[src/cmd_defines.vh]
// Purpose: Constants for the sensor configuration command decoder
// Assumes: 50 MHz clock
// Notes: Packet type codes, payload lengths, config bit positions
`ifndef CMD_DEFINES_VH
`define CMD_DEFINES_VH

`define PTC_ACCEL_BIAS 8'h84
`define PTC_ACCEL_REF 8'h85
`define PTC_AUTO_ACCEL_REF 8'h86
`define PTC_ZERO_GYROS 8'h87
`define PTC_SELF_TEST 8'h88
`define PTC_START_CAL 8'h89
`define PTC_PROC_COV 8'h8A
`define PTC_MAG_COV 8'h8B
`define PTC_ACCEL_COV 8'h8C
`define PTC_CORR_EN 8'h8D
`define PTC_GYRO_ALIGN 8'h8E
`define PTC_ACCEL_ALIGN 8'h8F
`define PTC_MAG_REF 8'h90
`define PTC_AUTO_MAG_REF 8'h91
`define PTC_MAG_CAL 8'h92
`define PTC_MAG_BIAS 8'h93
`define PTC_GYRO_SCALE 8'h94
`define PTC_RESTART_EST 8'h95

`define LEN_NONE 6'h00
`define LEN_ONE 6'h01
`define LEN_FLOAT 6'h04
`define LEN_VEC16 6'h06
`define LEN_VEC32 6'h0C
`define LEN_MAT 6'h24

`define BIT_START_CAL 0
`define BIT_MAG_EN 0
`define BIT_ACCEL_EN 1
`define RST_START_CAL 1'b1
`define RST_CORR_CFG 8'h03

`define SELF_TEST_MS 570
`define CLOCK_KHZ 50000
`define SELF_TEST_CYCLES (`SELF_TEST_MS * `CLOCK_KHZ)

`endif

[src/payload_mem.v]
// Purpose: Byte-addressed store for one packet payload
// Assumes: Payload at most 36 bytes
// Notes: Read data registered
module payload_mem (
  input wire clock,
  input wire wr_en,
  input wire [5:0] wr_addr,
  input wire [7:0] wr_data,
  input wire [5:0] rd_addr,
  output reg [7:0] rd_data_ff
);
  reg [7:0] mem [0:35];

  always @(posedge clock) begin
    if (wr_en) begin
      mem[wr_addr] <= wr_data;
    end
    rd_data_ff <= mem[rd_addr];
  end
endmodule // payload_mem

[src/cfg_cmd_decoder.v]
// Purpose: Decode configuration command packets, update settings
// Assumes: Framing and checksum checked upstream; one byte per pkt_valid
// Notes: Float and matrix words leave as write strobes with an index
// Operation
// - 0x84 six bytes set Z, Y, X accel biases, signed 16-bit
// - 0x85 six bytes set Z, Y, X accel reference vector
// - 0x86 copies latest accel sample to reference, then reports it
// - 0x87 starts gyro bias self-calibration on all three axes
// - Gyro zeroing after power-up unless startup calibration disabled; reset sets the enable back to 1, so zeroing starts after every reset
// - 0x88 runs about 570 ms self-test, then status report
// - 0x89 one byte, bit 0 sets startup calibration enable
// - 0x8A four-byte float sets prediction noise diagonal
// - 0x8B four-byte float sets magnetometer noise diagonal
// - 0x8C four-byte float sets accelerometer noise diagonal
// - 0x8D bit 0 enables magnetometer yaw correction
// - 0x8D bit 1 enables accelerometer pitch and roll correction
// - 0x8E 36 bytes set gyro alignment matrix row by row
// - 0x8F 36 bytes set accel alignment matrix row major
// - 0x90 six bytes set Z, Y, X magnetometer reference
// - 0x91 copies latest mag sample to reference, then reports it
// - 0x92 36 bytes set magnetometer calibration matrix row major
// - 0x93 six bytes set Z, Y, X magnetometer hard-iron bias
// - 0x94 twelve bytes set Z, Y, X gyro scale floats
// - Estimator reset clears state covariance and restarts estimator
// - Zero-length commands have no payload before checksum
`include "cmd_defines.vh"
module cfg_cmd_decoder #(
  parameter [31:0] SELF_TEST_CYCLES = `SELF_TEST_CYCLES
) (
  input wire clock,
  input wire resetn,
  input wire pkt_start,
  input wire [7:0] packet_type_code,
  input wire [5:0] pkt_len,
  input wire pkt_valid,
  input wire [7:0] pkt_byte,
  input wire pkt_good,
  input wire pkt_bad,
  input wire [47:0] accel_sample,
  input wire [47:0] mag_sample,
  input wire gyro_cal_done,
  output reg [47:0] accel_bias_ff,
  output reg [47:0] accel_ref_ff,
  output reg [47:0] mag_ref_ff,
  output reg [47:0] mag_bias_ff,
  output reg start_cal_en_ff,
  output reg [7:0] filter_correction_config_ff,
  output reg mag_corr_en_ff,
  output reg accel_corr_en_ff,
  output reg gyro_cal_start_ff,
  output reg self_test_busy_ff,
  output reg status_report_ff,
  output reg accel_ref_report_ff,
  output reg mag_ref_report_ff,
  output reg restart_estimator_ff,
  output reg word_we_ff,
  output reg [7:0] word_type_ff,
  output reg [3:0] word_idx_ff,
  output reg [31:0] word_data_ff
);
  // ---------------------------------------------------------------
  // Receive and validate
  // ---------------------------------------------------------------
  localparam ST_IDLE = 2'h0;
  localparam ST_RECV = 2'h1;
  localparam ST_APPLY = 2'h2;

  reg [1:0] state_ff;
  reg [1:0] nxt_state;
  reg [7:0] type_ff;
  reg [5:0] len_ff;
  reg [5:0] cnt_ff;
  reg len_ok_ff;
  reg overrun_ff;
  reg [5:0] rd_ptr_ff;
  reg [5:0] rd_left_ff;
  reg rd_pipe_ff;
  reg [31:0] shift_ff;
  reg [1:0] byte_pos_ff;
  reg [31:0] st_cnt_ff;
  reg boot_ff;
  reg [5:0] exp_len;
  reg known;
  wire [7:0] rd_data;

  always @* begin
    known = 1'b1;
    case (packet_type_code)
      `PTC_ACCEL_BIAS, `PTC_ACCEL_REF, `PTC_MAG_REF,
      `PTC_MAG_BIAS: exp_len = `LEN_VEC16;
      `PTC_AUTO_ACCEL_REF, `PTC_ZERO_GYROS, `PTC_SELF_TEST,
      `PTC_AUTO_MAG_REF, `PTC_RESTART_EST: exp_len = `LEN_NONE;
      `PTC_START_CAL, `PTC_CORR_EN: exp_len = `LEN_ONE;
      `PTC_PROC_COV, `PTC_MAG_COV,
      `PTC_ACCEL_COV: exp_len = `LEN_FLOAT;
      `PTC_GYRO_ALIGN, `PTC_ACCEL_ALIGN,
      `PTC_MAG_CAL: exp_len = `LEN_MAT;
      `PTC_GYRO_SCALE: exp_len = `LEN_VEC32;
      default: begin
        exp_len = `LEN_NONE;
        known = 1'b0;
      end
    endcase
  end

  wire store = (state_ff == ST_RECV) && pkt_valid && len_ok_ff &&
    (cnt_ff < len_ff);

  payload_mem u_payload_mem (
    .clock(clock),
    .wr_en(store),
    .wr_addr(cnt_ff),
    .wr_data(pkt_byte),
    .rd_addr(rd_ptr_ff),
    .rd_data_ff(rd_data)
  );

  // ---------------------------------------------------------------
  // Byte count overrun
  // ---------------------------------------------------------------
  // more bytes than the length field
  always @(posedge clock) begin
    if (!resetn) begin
      overrun_ff <= 1'b0;
    end else if (state_ff == ST_IDLE) begin
      overrun_ff <= 1'b0;
    end else if (state_ff == ST_RECV && pkt_valid && cnt_ff == len_ff) begin
      overrun_ff <= 1'b1;
    end
  end

  always @* begin
    nxt_state = state_ff;
    case (state_ff)
      ST_IDLE: if (pkt_start) nxt_state = ST_RECV;
      ST_RECV: begin
        if (pkt_bad) begin
          nxt_state = ST_IDLE;
        end else if (pkt_good) begin
          nxt_state = (len_ok_ff && !overrun_ff && cnt_ff == len_ff) ?
                      ST_APPLY : ST_IDLE;
        end
      end
      ST_APPLY: if (rd_left_ff == 6'h00 && !rd_pipe_ff) nxt_state = ST_IDLE;
      default: nxt_state = ST_IDLE;
    endcase
  end

  always @(posedge clock) begin
    if (!resetn) begin
      state_ff <= ST_IDLE;
      type_ff <= 8'h00;
      len_ff <= 6'h00;
      cnt_ff <= 6'h00;
      len_ok_ff <= 1'b0;
    end else begin
      state_ff <= nxt_state;
      if (state_ff == ST_IDLE && pkt_start) begin
        type_ff <= packet_type_code;
        len_ff <= pkt_len;
        cnt_ff <= 6'h00;
        len_ok_ff <= known && (pkt_len == exp_len);
      end else if (store) begin
        cnt_ff <= cnt_ff + 6'h01;
      end
    end
  end

  // ---------------------------------------------------------------
  // Apply payload
  // ---------------------------------------------------------------
  wire enter_apply = (state_ff == ST_RECV) && (nxt_state == ST_APPLY);
  wire [31:0] shifted = {shift_ff[23:0], rd_data};

  always @(posedge clock) begin
    if (!resetn) begin
      rd_ptr_ff <= 6'h00;
      rd_left_ff <= 6'h00;
      rd_pipe_ff <= 1'b0;
      shift_ff <= 32'h00000000;
      byte_pos_ff <= 2'h0;
      word_we_ff <= 1'b0;
      word_type_ff <= 8'h00;
      word_idx_ff <= 4'h0;
      word_data_ff <= 32'h00000000;
      accel_bias_ff <= 48'h000000000000;
      accel_ref_ff <= 48'h000000000000;
      mag_ref_ff <= 48'h000000000000;
      mag_bias_ff <= 48'h000000000000;
      start_cal_en_ff <= `RST_START_CAL;
      filter_correction_config_ff <= `RST_CORR_CFG;
      mag_corr_en_ff <= 1'b1;
      accel_corr_en_ff <= 1'b1;
      accel_ref_report_ff <= 1'b0;
      mag_ref_report_ff <= 1'b0;
      restart_estimator_ff <= 1'b0;
    end else begin
      word_we_ff <= 1'b0;
      accel_ref_report_ff <= 1'b0;
      mag_ref_report_ff <= 1'b0;
      restart_estimator_ff <= 1'b0;
      rd_pipe_ff <= (rd_left_ff != 6'h00) && state_ff == ST_APPLY;
      if (enter_apply) begin
        rd_ptr_ff <= 6'h00;
        rd_left_ff <= len_ff;
        byte_pos_ff <= 2'h0;
        word_idx_ff <= 4'h0;
        case (type_ff)
          `PTC_AUTO_ACCEL_REF: begin
            accel_ref_ff <= accel_sample;
            accel_ref_report_ff <= 1'b1;
          end
          `PTC_AUTO_MAG_REF: begin
            mag_ref_ff <= mag_sample;
            mag_ref_report_ff <= 1'b1;
          end
          `PTC_RESTART_EST: restart_estimator_ff <= 1'b1;
          default: ;
        endcase
      end else if (state_ff == ST_APPLY && rd_left_ff != 6'h00) begin
        rd_ptr_ff <= rd_ptr_ff + 6'h01;
        rd_left_ff <= rd_left_ff - 6'h01;
      end
      if (rd_pipe_ff) begin
        shift_ff <= shifted;
        byte_pos_ff <= byte_pos_ff + 2'h1;
        case (type_ff)
          `PTC_ACCEL_BIAS: accel_bias_ff <= {accel_bias_ff[39:0], rd_data};
          `PTC_ACCEL_REF: accel_ref_ff <= {accel_ref_ff[39:0], rd_data};
          `PTC_MAG_REF: mag_ref_ff <= {mag_ref_ff[39:0], rd_data};
          `PTC_MAG_BIAS: mag_bias_ff <= {mag_bias_ff[39:0], rd_data};
          `PTC_START_CAL: start_cal_en_ff <= rd_data[`BIT_START_CAL];
          `PTC_CORR_EN: begin
            filter_correction_config_ff <= {6'h00, rd_data[1:0]};
            mag_corr_en_ff <= rd_data[`BIT_MAG_EN];
            accel_corr_en_ff <= rd_data[`BIT_ACCEL_EN];
          end
          default: begin
            if (byte_pos_ff == 2'h3) begin
              word_we_ff <= 1'b1;
              word_type_ff <= type_ff;
              word_data_ff <= shifted;
            end
          end
        endcase
      end
      if (word_we_ff) begin
        word_idx_ff <= word_idx_ff + 4'h1;
      end
    end
  end

  // ---------------------------------------------------------------
  // Calibration and self-test
  // ---------------------------------------------------------------
  always @(posedge clock) begin
    if (!resetn) begin
      boot_ff <= 1'b1;
      gyro_cal_start_ff <= 1'b0;
      self_test_busy_ff <= 1'b0;
      status_report_ff <= 1'b0;
      st_cnt_ff <= 32'h00000000;
    end else begin
      boot_ff <= 1'b0;
      status_report_ff <= 1'b0;
      if ((boot_ff && start_cal_en_ff) ||
          (enter_apply && type_ff == `PTC_ZERO_GYROS)) begin
        gyro_cal_start_ff <= 1'b1;
      end else if (gyro_cal_done) begin
        gyro_cal_start_ff <= 1'b0;
      end
      if (enter_apply && type_ff == `PTC_SELF_TEST && !self_test_busy_ff) begin
        self_test_busy_ff <= 1'b1;
        st_cnt_ff <= SELF_TEST_CYCLES - 32'h00000001;
      end else if (self_test_busy_ff) begin
        if (st_cnt_ff == 32'h00000000) begin
          self_test_busy_ff <= 1'b0;
          status_report_ff <= 1'b1;
        end else begin
          st_cnt_ff <= st_cnt_ff - 32'h00000001;
        end
      end
    end
  end
endmodule // cfg_cmd_decoder

[config.mk]
export PLATFORM = sky130hd
export DESIGN_NAME = cfg_cmd_decoder
export DESIGN_NICKNAME = d
export VERILOG_FILES = /design/src/payload_mem.v /design/src/cfg_cmd_decoder.v
export VERILOG_INCLUDE_DIRS = /design/src
export SDC_FILE = /design/constraint.sdc
export NUM_CORES = 1
export LEC_CHECK = 0
export BUFFER_PORTS_ARGS = -buffer_cell sky130_fd_sc_hd__buf_2
export CAP_MARGIN = 20
export CORE_MARGIN = 2
export CORE_UTILIZATION = 28
export CTS_CLUSTER_SIZE = 12
export DETAILED_ROUTE_END_ITERATION = 16
export PLACE_DENSITY = 0.49
export SKIP_LAST_GASP = 1
export SYNTH_ARGS = -nofsm -noshare
export SYNTH_HDL_FRONTEND = slang
export SYNTH_SLANG_ARGS = --single-unit
[constraint.sdc]
create_clock -name clock -period 2.5 [get_ports clock]
set_input_delay 0.375 -clock clock [delete_from_list [all_inputs] [get_ports clock]]
set_output_delay 0.375 -clock clock [all_outputs]
set_load 0.05 [all_outputs]
==> results of run 1 <==
[layout make-up]
type | instances | area (um2) | area share [%]
Clock buffer | 100 | 2136 | 6.724
Tap cell | 1176 | 1471 | 4.632
Timing Repair Buffer | 497 | 2999 | 9.441
Multi-Input combinational cell | 1349 | 9020 | 28.40
Inverter | 17 | 68.82 | 0.2166
Clock inverter | 35 | 399.1 | 1.256
Sequential cell | 638 | 15660 | 49.30
Antenna cell | 4 | 10.01 | 0.03151
[sequential cells by signal, indices dropped and copies added, names as in the netlist, 4 cells and up]
| register | flops |
|---|---|
| accel_ref_ff | 48 |
| st_cnt_ff | 32 |
| shift_ff | 24 |
| accel_bias_ff | 48 |
| mag_bias_ff | 48 |
| u_payload_mem.rd_data_ff | 8 |
| word_data_ff | 32 |
| u_payload_mem.mem | 288 |
| rd_left_ff | 6 |
| word_type_ff | 8 |
| cnt_ff | 6 |
| mag_ref_ff | 48 |
| len_ff | 6 |
| rd_ptr_ff | 6 |
| type_ff | 8 |
| word_idx_ff | 4 |
[worst max-delay path: stages (launching register included)]
cell and delay (ns):
dfxtp_1 0.34, inv_1 0.05, ha_1 0.29, nand4_1 0.22, nor4_4 0.43, and4b_4 0.31
buf_12 0.15, buf_12 0.16, mux2i_1 0.22, a21oi_1 0.09
[cell usage after synthesis (16+ instances only)]
cell type  number  area [um2]
dfxtp_1       350        7007
a21oi_1       277        1386
clkbuf_1      126       473.0
nand3_1        53       265.3
o31ai_1        18       135.1
or4_1          28       210.2
nor2_1        110       412.9
nand2_1       272        1021
inv_1          17       63.81
nor3_1         16       80.08
mux2i_1       131        1311
mux4_2         72        1622
o22ai_1        32       200.2
edfxtp_1      288        8648
o21ai_0       152       760.7
[through the flow]
stage	setup slack [ns]	power [mW]	hold WS, ns	TNS, ns
after global placement	-0.06495	11.68	0.4407	-1.740
final	0.1017	22.62	0.04675	0
after global routing	-0.04361	23.42	0.02092	-1.927
after detailed placement	-0.05057	11.69	0.4457	-1.533
after CTS	-0.00009215	22.94	0.00008504	-0.0001843
after floorplan	0.03509	11.38	0.4431	0
[final timing paths]
check / from / to / slack, ns / depth (start not counted)
min reg2reg: accel_bias_ff[46] / accel_bias_ff[46] / 0.45 / 2
min: accel_sample[11] / accel_ref_ff[11] / 0.05 / 3
max reg2reg: len_ff[3] / accel_ref_ff[44] / 0.10 / 9
max: len_ff[3] / accel_ref_ff[44] / 0.10 / 9
[power groups by stage]
stage | combinational [mW] | sequential [mW] | clock (mW)
floorplan | 0.240 | 11.1 | 0
global placement | 0.532 | 11.1 | 0
detailed placement | 0.542 | 11.1 | 0
CTS | 0.550 | 10.9 | 11.5
global route | 0.608 | 10.9 | 11.9
finish | 0.553 | 10.9 | 11.1
[cells by family (layout without fill, tap and decap cells)]
group,after synthesis,in the layout
adders and majority gates,13,13
muxes,203,203
and+or+nand+nor,588,588
other,1,10
buffers and inverters,183,649
xor gates and xnor gates,14,14
DFF,638,638
AOI/OAI and AO/OA,525,525
[timing repair]
item                                    CTS  global route
endpoints found under the hold margin     4             0
setup buffers                             0             3
gates cloned                              0             1
resized for setup                         3            20
hold buffers                              4             0
endpoints found under the setup margin   44           386
pin swaps                                 1             1
[metal layers]
metal / vias to the layer above / wire length (um) / track usage (%)
li1: 8814 / - / -
met5: - / 45 / 0
met4: 6 / 2179 / 5.100
met1: 9161 / 31970 / 19.46
met3: 118 / 4216 / 3.505
met2: 552 / 37250 / 27.09
==> flow_summary.yaml, run 1 <==
global_route:
  antenna_found_initial: 13
  grt_pass1_vias: 18283
  grt_pass1_wl_mm: 113.6
  track_usage_pct: 15.72
  grt_max_degree: 101
  grt_overflow_total: 0
cts:
  cts_buffer_depth: 3
  cts.sinks: 638
  ctsRootBufferMaster: "clkbuf_16"
  tritoncts: "yes"
  clk_pin_slew_ns: 0.06
  numCtsBuffers: 75
  clk_latency_ns: 0.62
  htreeDepth: 3
pwr:
  peakVddDrop_mv: 0.5146
  pwr-share-comb_pct: 2.4
  net-switching-power_mw: 4.780
  p_leak_nw: 11.74
  internal-power_mw: 17.84
  power.density_nw_per_um2: 712.1
  clkPwrFrac_pct: 49.3
  seq_power_share_pct: 48.3
  switching_share_pct: 21.13
floorplanning:
  num_rows: 110
  die_x_um: 304.5
  io_pins: 379
  core_um2: 89740
  fp.dieH_um: 304.5
  die_area_um2: 92720
  start_util_pct: 28.17
sta:
  finalCritPeriodShare_pct: 95.93
  tightest_slew_ns: 0.7539
  layout_min_cycle_time_ns: 2.398
  final_max_slew_viol_count: 0
  clock_skew_ns: 0.02402
  relSlewSlack_pct: 49.67
  rsz0062_at_grt: "yes"
  fmax_mhz: 417.0
  final_hold_viol_count: 0
  setup_viol: 0
synthesis:
  synth_edf_count: 288
  synthMuxAreaShare_pct: 11.60
  synth_ff_type: "dfxtp_1"
  synth-compound-area-share_pct: 11.37
  synth.avg_cell_area_um2: 11.68
  post_synth_xor_area_fraction_pct: 0.4850
  yosys.area_share.adder_pct: 0.6433
  yosysSeqAreaShare_pct: 61.92
  synth_area_um2: 25280
  synth_cell_type_count: 64
  async_flop_share_pct: 0
  netlist_instances: 2165
  yosys_warnings: 0
  synthSimpleGateAreaFrac_pct: 10.97
  ys_ff_latch: 638
  synth_top_family_by_area: "multiplexers"
finish:
  drive_gt1_share_pct: 27.47
  final_cell_mix: "buf_2, dfxtp_1, edfxtp_1"
  syn_to_final_growth_pct: 25.64
  fin_util_pct: 35.40
  fin_cells: 3816
  fin_nets: 2716
  mostFrequentLayoutCell: "buf_2"
  fin_area_um2: 31770
  fillers: 8799
placed_design:
  gp_congestion: 0.8509
  dp_hpwl_mm: 51.73
  dp.cells: 3669
  placed_area_um2: 29020
  port_buffers: 372
drt:
  wl_per_cell_um: 19.83
  wirelength_mm: 75.67
  viasPerCell: 4.888
  ant_nets: 0
  first_pass_iters: 8
  via_count: 18651
  drt_iter0_markers: 1715
  drcViolationCount: 0
setup_path:
  path_max_fanout: 13
  worst_setup_path_end_kind: "flop"
  critPathArrivalTime_ns: 2.89
  start_kind: "flop"
  critical_path_required_ns: 2.99
  crit_type: "reg2reg"
status:
  status: "finished clean"
flow_run:
  drv_cap: 0
worst_hold_path:
  hp-class: "in2reg"
Note: power is estimated with default switching activity, not from simulation.
==> inputs of run 2 (changes only) <==
- CORE_MARGIN: 2 -> 4
==> run 2 against run 1 <==
Against the previous run:
- die area increased by 2.6%
- hold slack got worse by 0.0016 ns
- register-to-register slack got worse by 0.06 ns
- sequential cell count unchanged
- largest cell class unchanged
- clock skew increased by 0.0074 ns
==> flow_summary.yaml, run 2 (same netlist as run 1, synthesis figures left out) <==
global_route:
  track_usage_pct: 15.14
  grt_pass1_vias: 18345
  grt_overflow_total: 0
  antenna_found_initial: 7
  grt_pass1_wl_mm: 112.1
  grt_max_degree: 97
pwr:
  p_leak_nw: 11.56
  net-switching-power_mw: 4.568
  clkPwrFrac_pct: 46.8
  power_mw: 21.56
  seq_power_share_pct: 50.7
  switching_share_pct: 21.19
  internal-power_mw: 16.99
  peakVddDrop_mv: 0.4279
  power.density_nw_per_um2: 685.9
  pwr-share-comb_pct: 2.5
cts:
  cts.sinks: 638
  clk_pin_slew_ns: 0.06
  clk_latency_ns: 0.61
  htreeDepth: 3
  ctsRootBufferMaster: "clkbuf_16"
  numCtsBuffers: 73
  tritoncts: "yes"
  cts_buffer_depth: 3
placed_design:
  placed_area_um2: 29040
  dp_hpwl_mm: 52.62
  port_buffers: 372
  place_ws_ns: -0.03558
  gp_congestion: 0.8183
  dp.cells: 3651
setup_path:
  critical_path_required_ns: 2.97
  critPathArrivalTime_ns: 2.93
  worst_setup_path_end_kind: "flop"
  start_kind: "flop"
  crit_type: "reg2reg"
  path_max_fanout: 6
sta:
  finalSetupTns_ns: 0
  hold_slack_ns: 0.04511
  setup_viol: 0
  clock_skew_ns: 0.03146
  setup_ws_ns: 0.04283
  finalCritPeriodShare_pct: 98.29
  tightest_slew_ns: 0.7509
  fmax_mhz: 407.0
  rsz0062_at_grt: "yes"
  relSlewSlack_pct: 49.94
  final_hold_viol_count: 0
  layout_min_cycle_time_ns: 2.457
  final_max_slew_viol_count: 0
floorplanning:
  die_x_um: 308.5
  num_rows: 109
  die_area_um2: 95170
  fp.dieH_um: 308.5
  start_util_pct: 28.43
  io_pins: 379
  core_um2: 88920
finish:
  fillers: 8804
  regMostFlops: "u_payload_mem.mem"
  syn_to_final_growth_pct: 24.34
  mostFrequentLayoutCell: "buf_2"
  largest_reg_flops: 288
  fin_area_um2: 31440
  drive_gt1_share_pct: 26.92
  fin_nets: 2703
  final_cell_mix: "buf_2, dfxtp_1, edfxtp_1"
  fin_util_pct: 35.35
  fin_cells: 3782
drt:
  ant_nets: 0
  drt_iter0_markers: 1485
  viasPerCell: 4.897
  via_count: 18521
  wirelength_mm: 75.53
  drcViolationCount: 0
  first_pass_iters: 5
  wl_per_cell_um: 19.97
worst_hold_path:
  hp-class: "in2reg"
status:
  status: "finished clean"
flow_run:
  drv_cap: 0
[run 2: timing repair]
item / CTS / global route
setup endpoints to repair: 85 / 228
hold endpoints to repair: 1 / 0
buffers inserted: 0 / 1
cloned: 0 / 2
gates resized for setup: 2 / 22
hold buffers: 1 / 0
pin swaps: 3 / 3
[run 2: cell type report]
class,count,area [um2],share of cell area (%)
diodes,2,5.005,0.01592
clock buffers,106,2100,6.678
clock inverters,19,135.1,0.4298
inverters,17,68.82,0.2189
multi-input cells,1350,9035,28.74
flip-flops and latches,638,15660,49.82
well taps,1165,1458,4.637
repair buffers,485,2973,9.456
[run 2: worst paths after layout]
check                                         start                end  slack, ns  cells after the start
worst max-delay path                  st_cnt_ff[25]       st_cnt_ff[2]       0.04                      5
worst min-delay path            packet_type_code[6]         type_ff[6]       0.05                      3
worst max register to register        st_cnt_ff[25]       st_cnt_ff[2]       0.04                      5
worst min register to register    accel_bias_ff[43]  accel_bias_ff[43]       0.45                      2
[run 2: worst max-delay path, cell delays in order (launching register included)]
cell and delay (ns):
dfxtp_1 0.33, or4_4 0.57, or4_4 0.49, o41a_1 0.56, a211oi_1 0.30, a311oi_1 0.09
[run 2: per-layer routing]
metal	routed length [um]	track usage, %	vias to the layer above
met2	37230	26.43	500
li1	-	-	8773
met3	4301	3.351	119
met4	1954	4.480	2
met5	9	0	-
met1	32040	18.80	9127
[run 2: power groups by stage]
| stage | Combinational, mW | Clock (mW) | Sequential [mW] |
|---|---|---|---|
| CTS | 0.544 | 10.4 | 10.9 |
| finish | 0.542 | 10.1 | 10.9 |
| detailed placement | 0.539 | 0 | 11.2 |
| global placement | 0.532 | 0 | 11.1 |
| floorplan | 0.240 | 0 | 11.1 |
| global route | 0.598 | 10.8 | 10.9 |
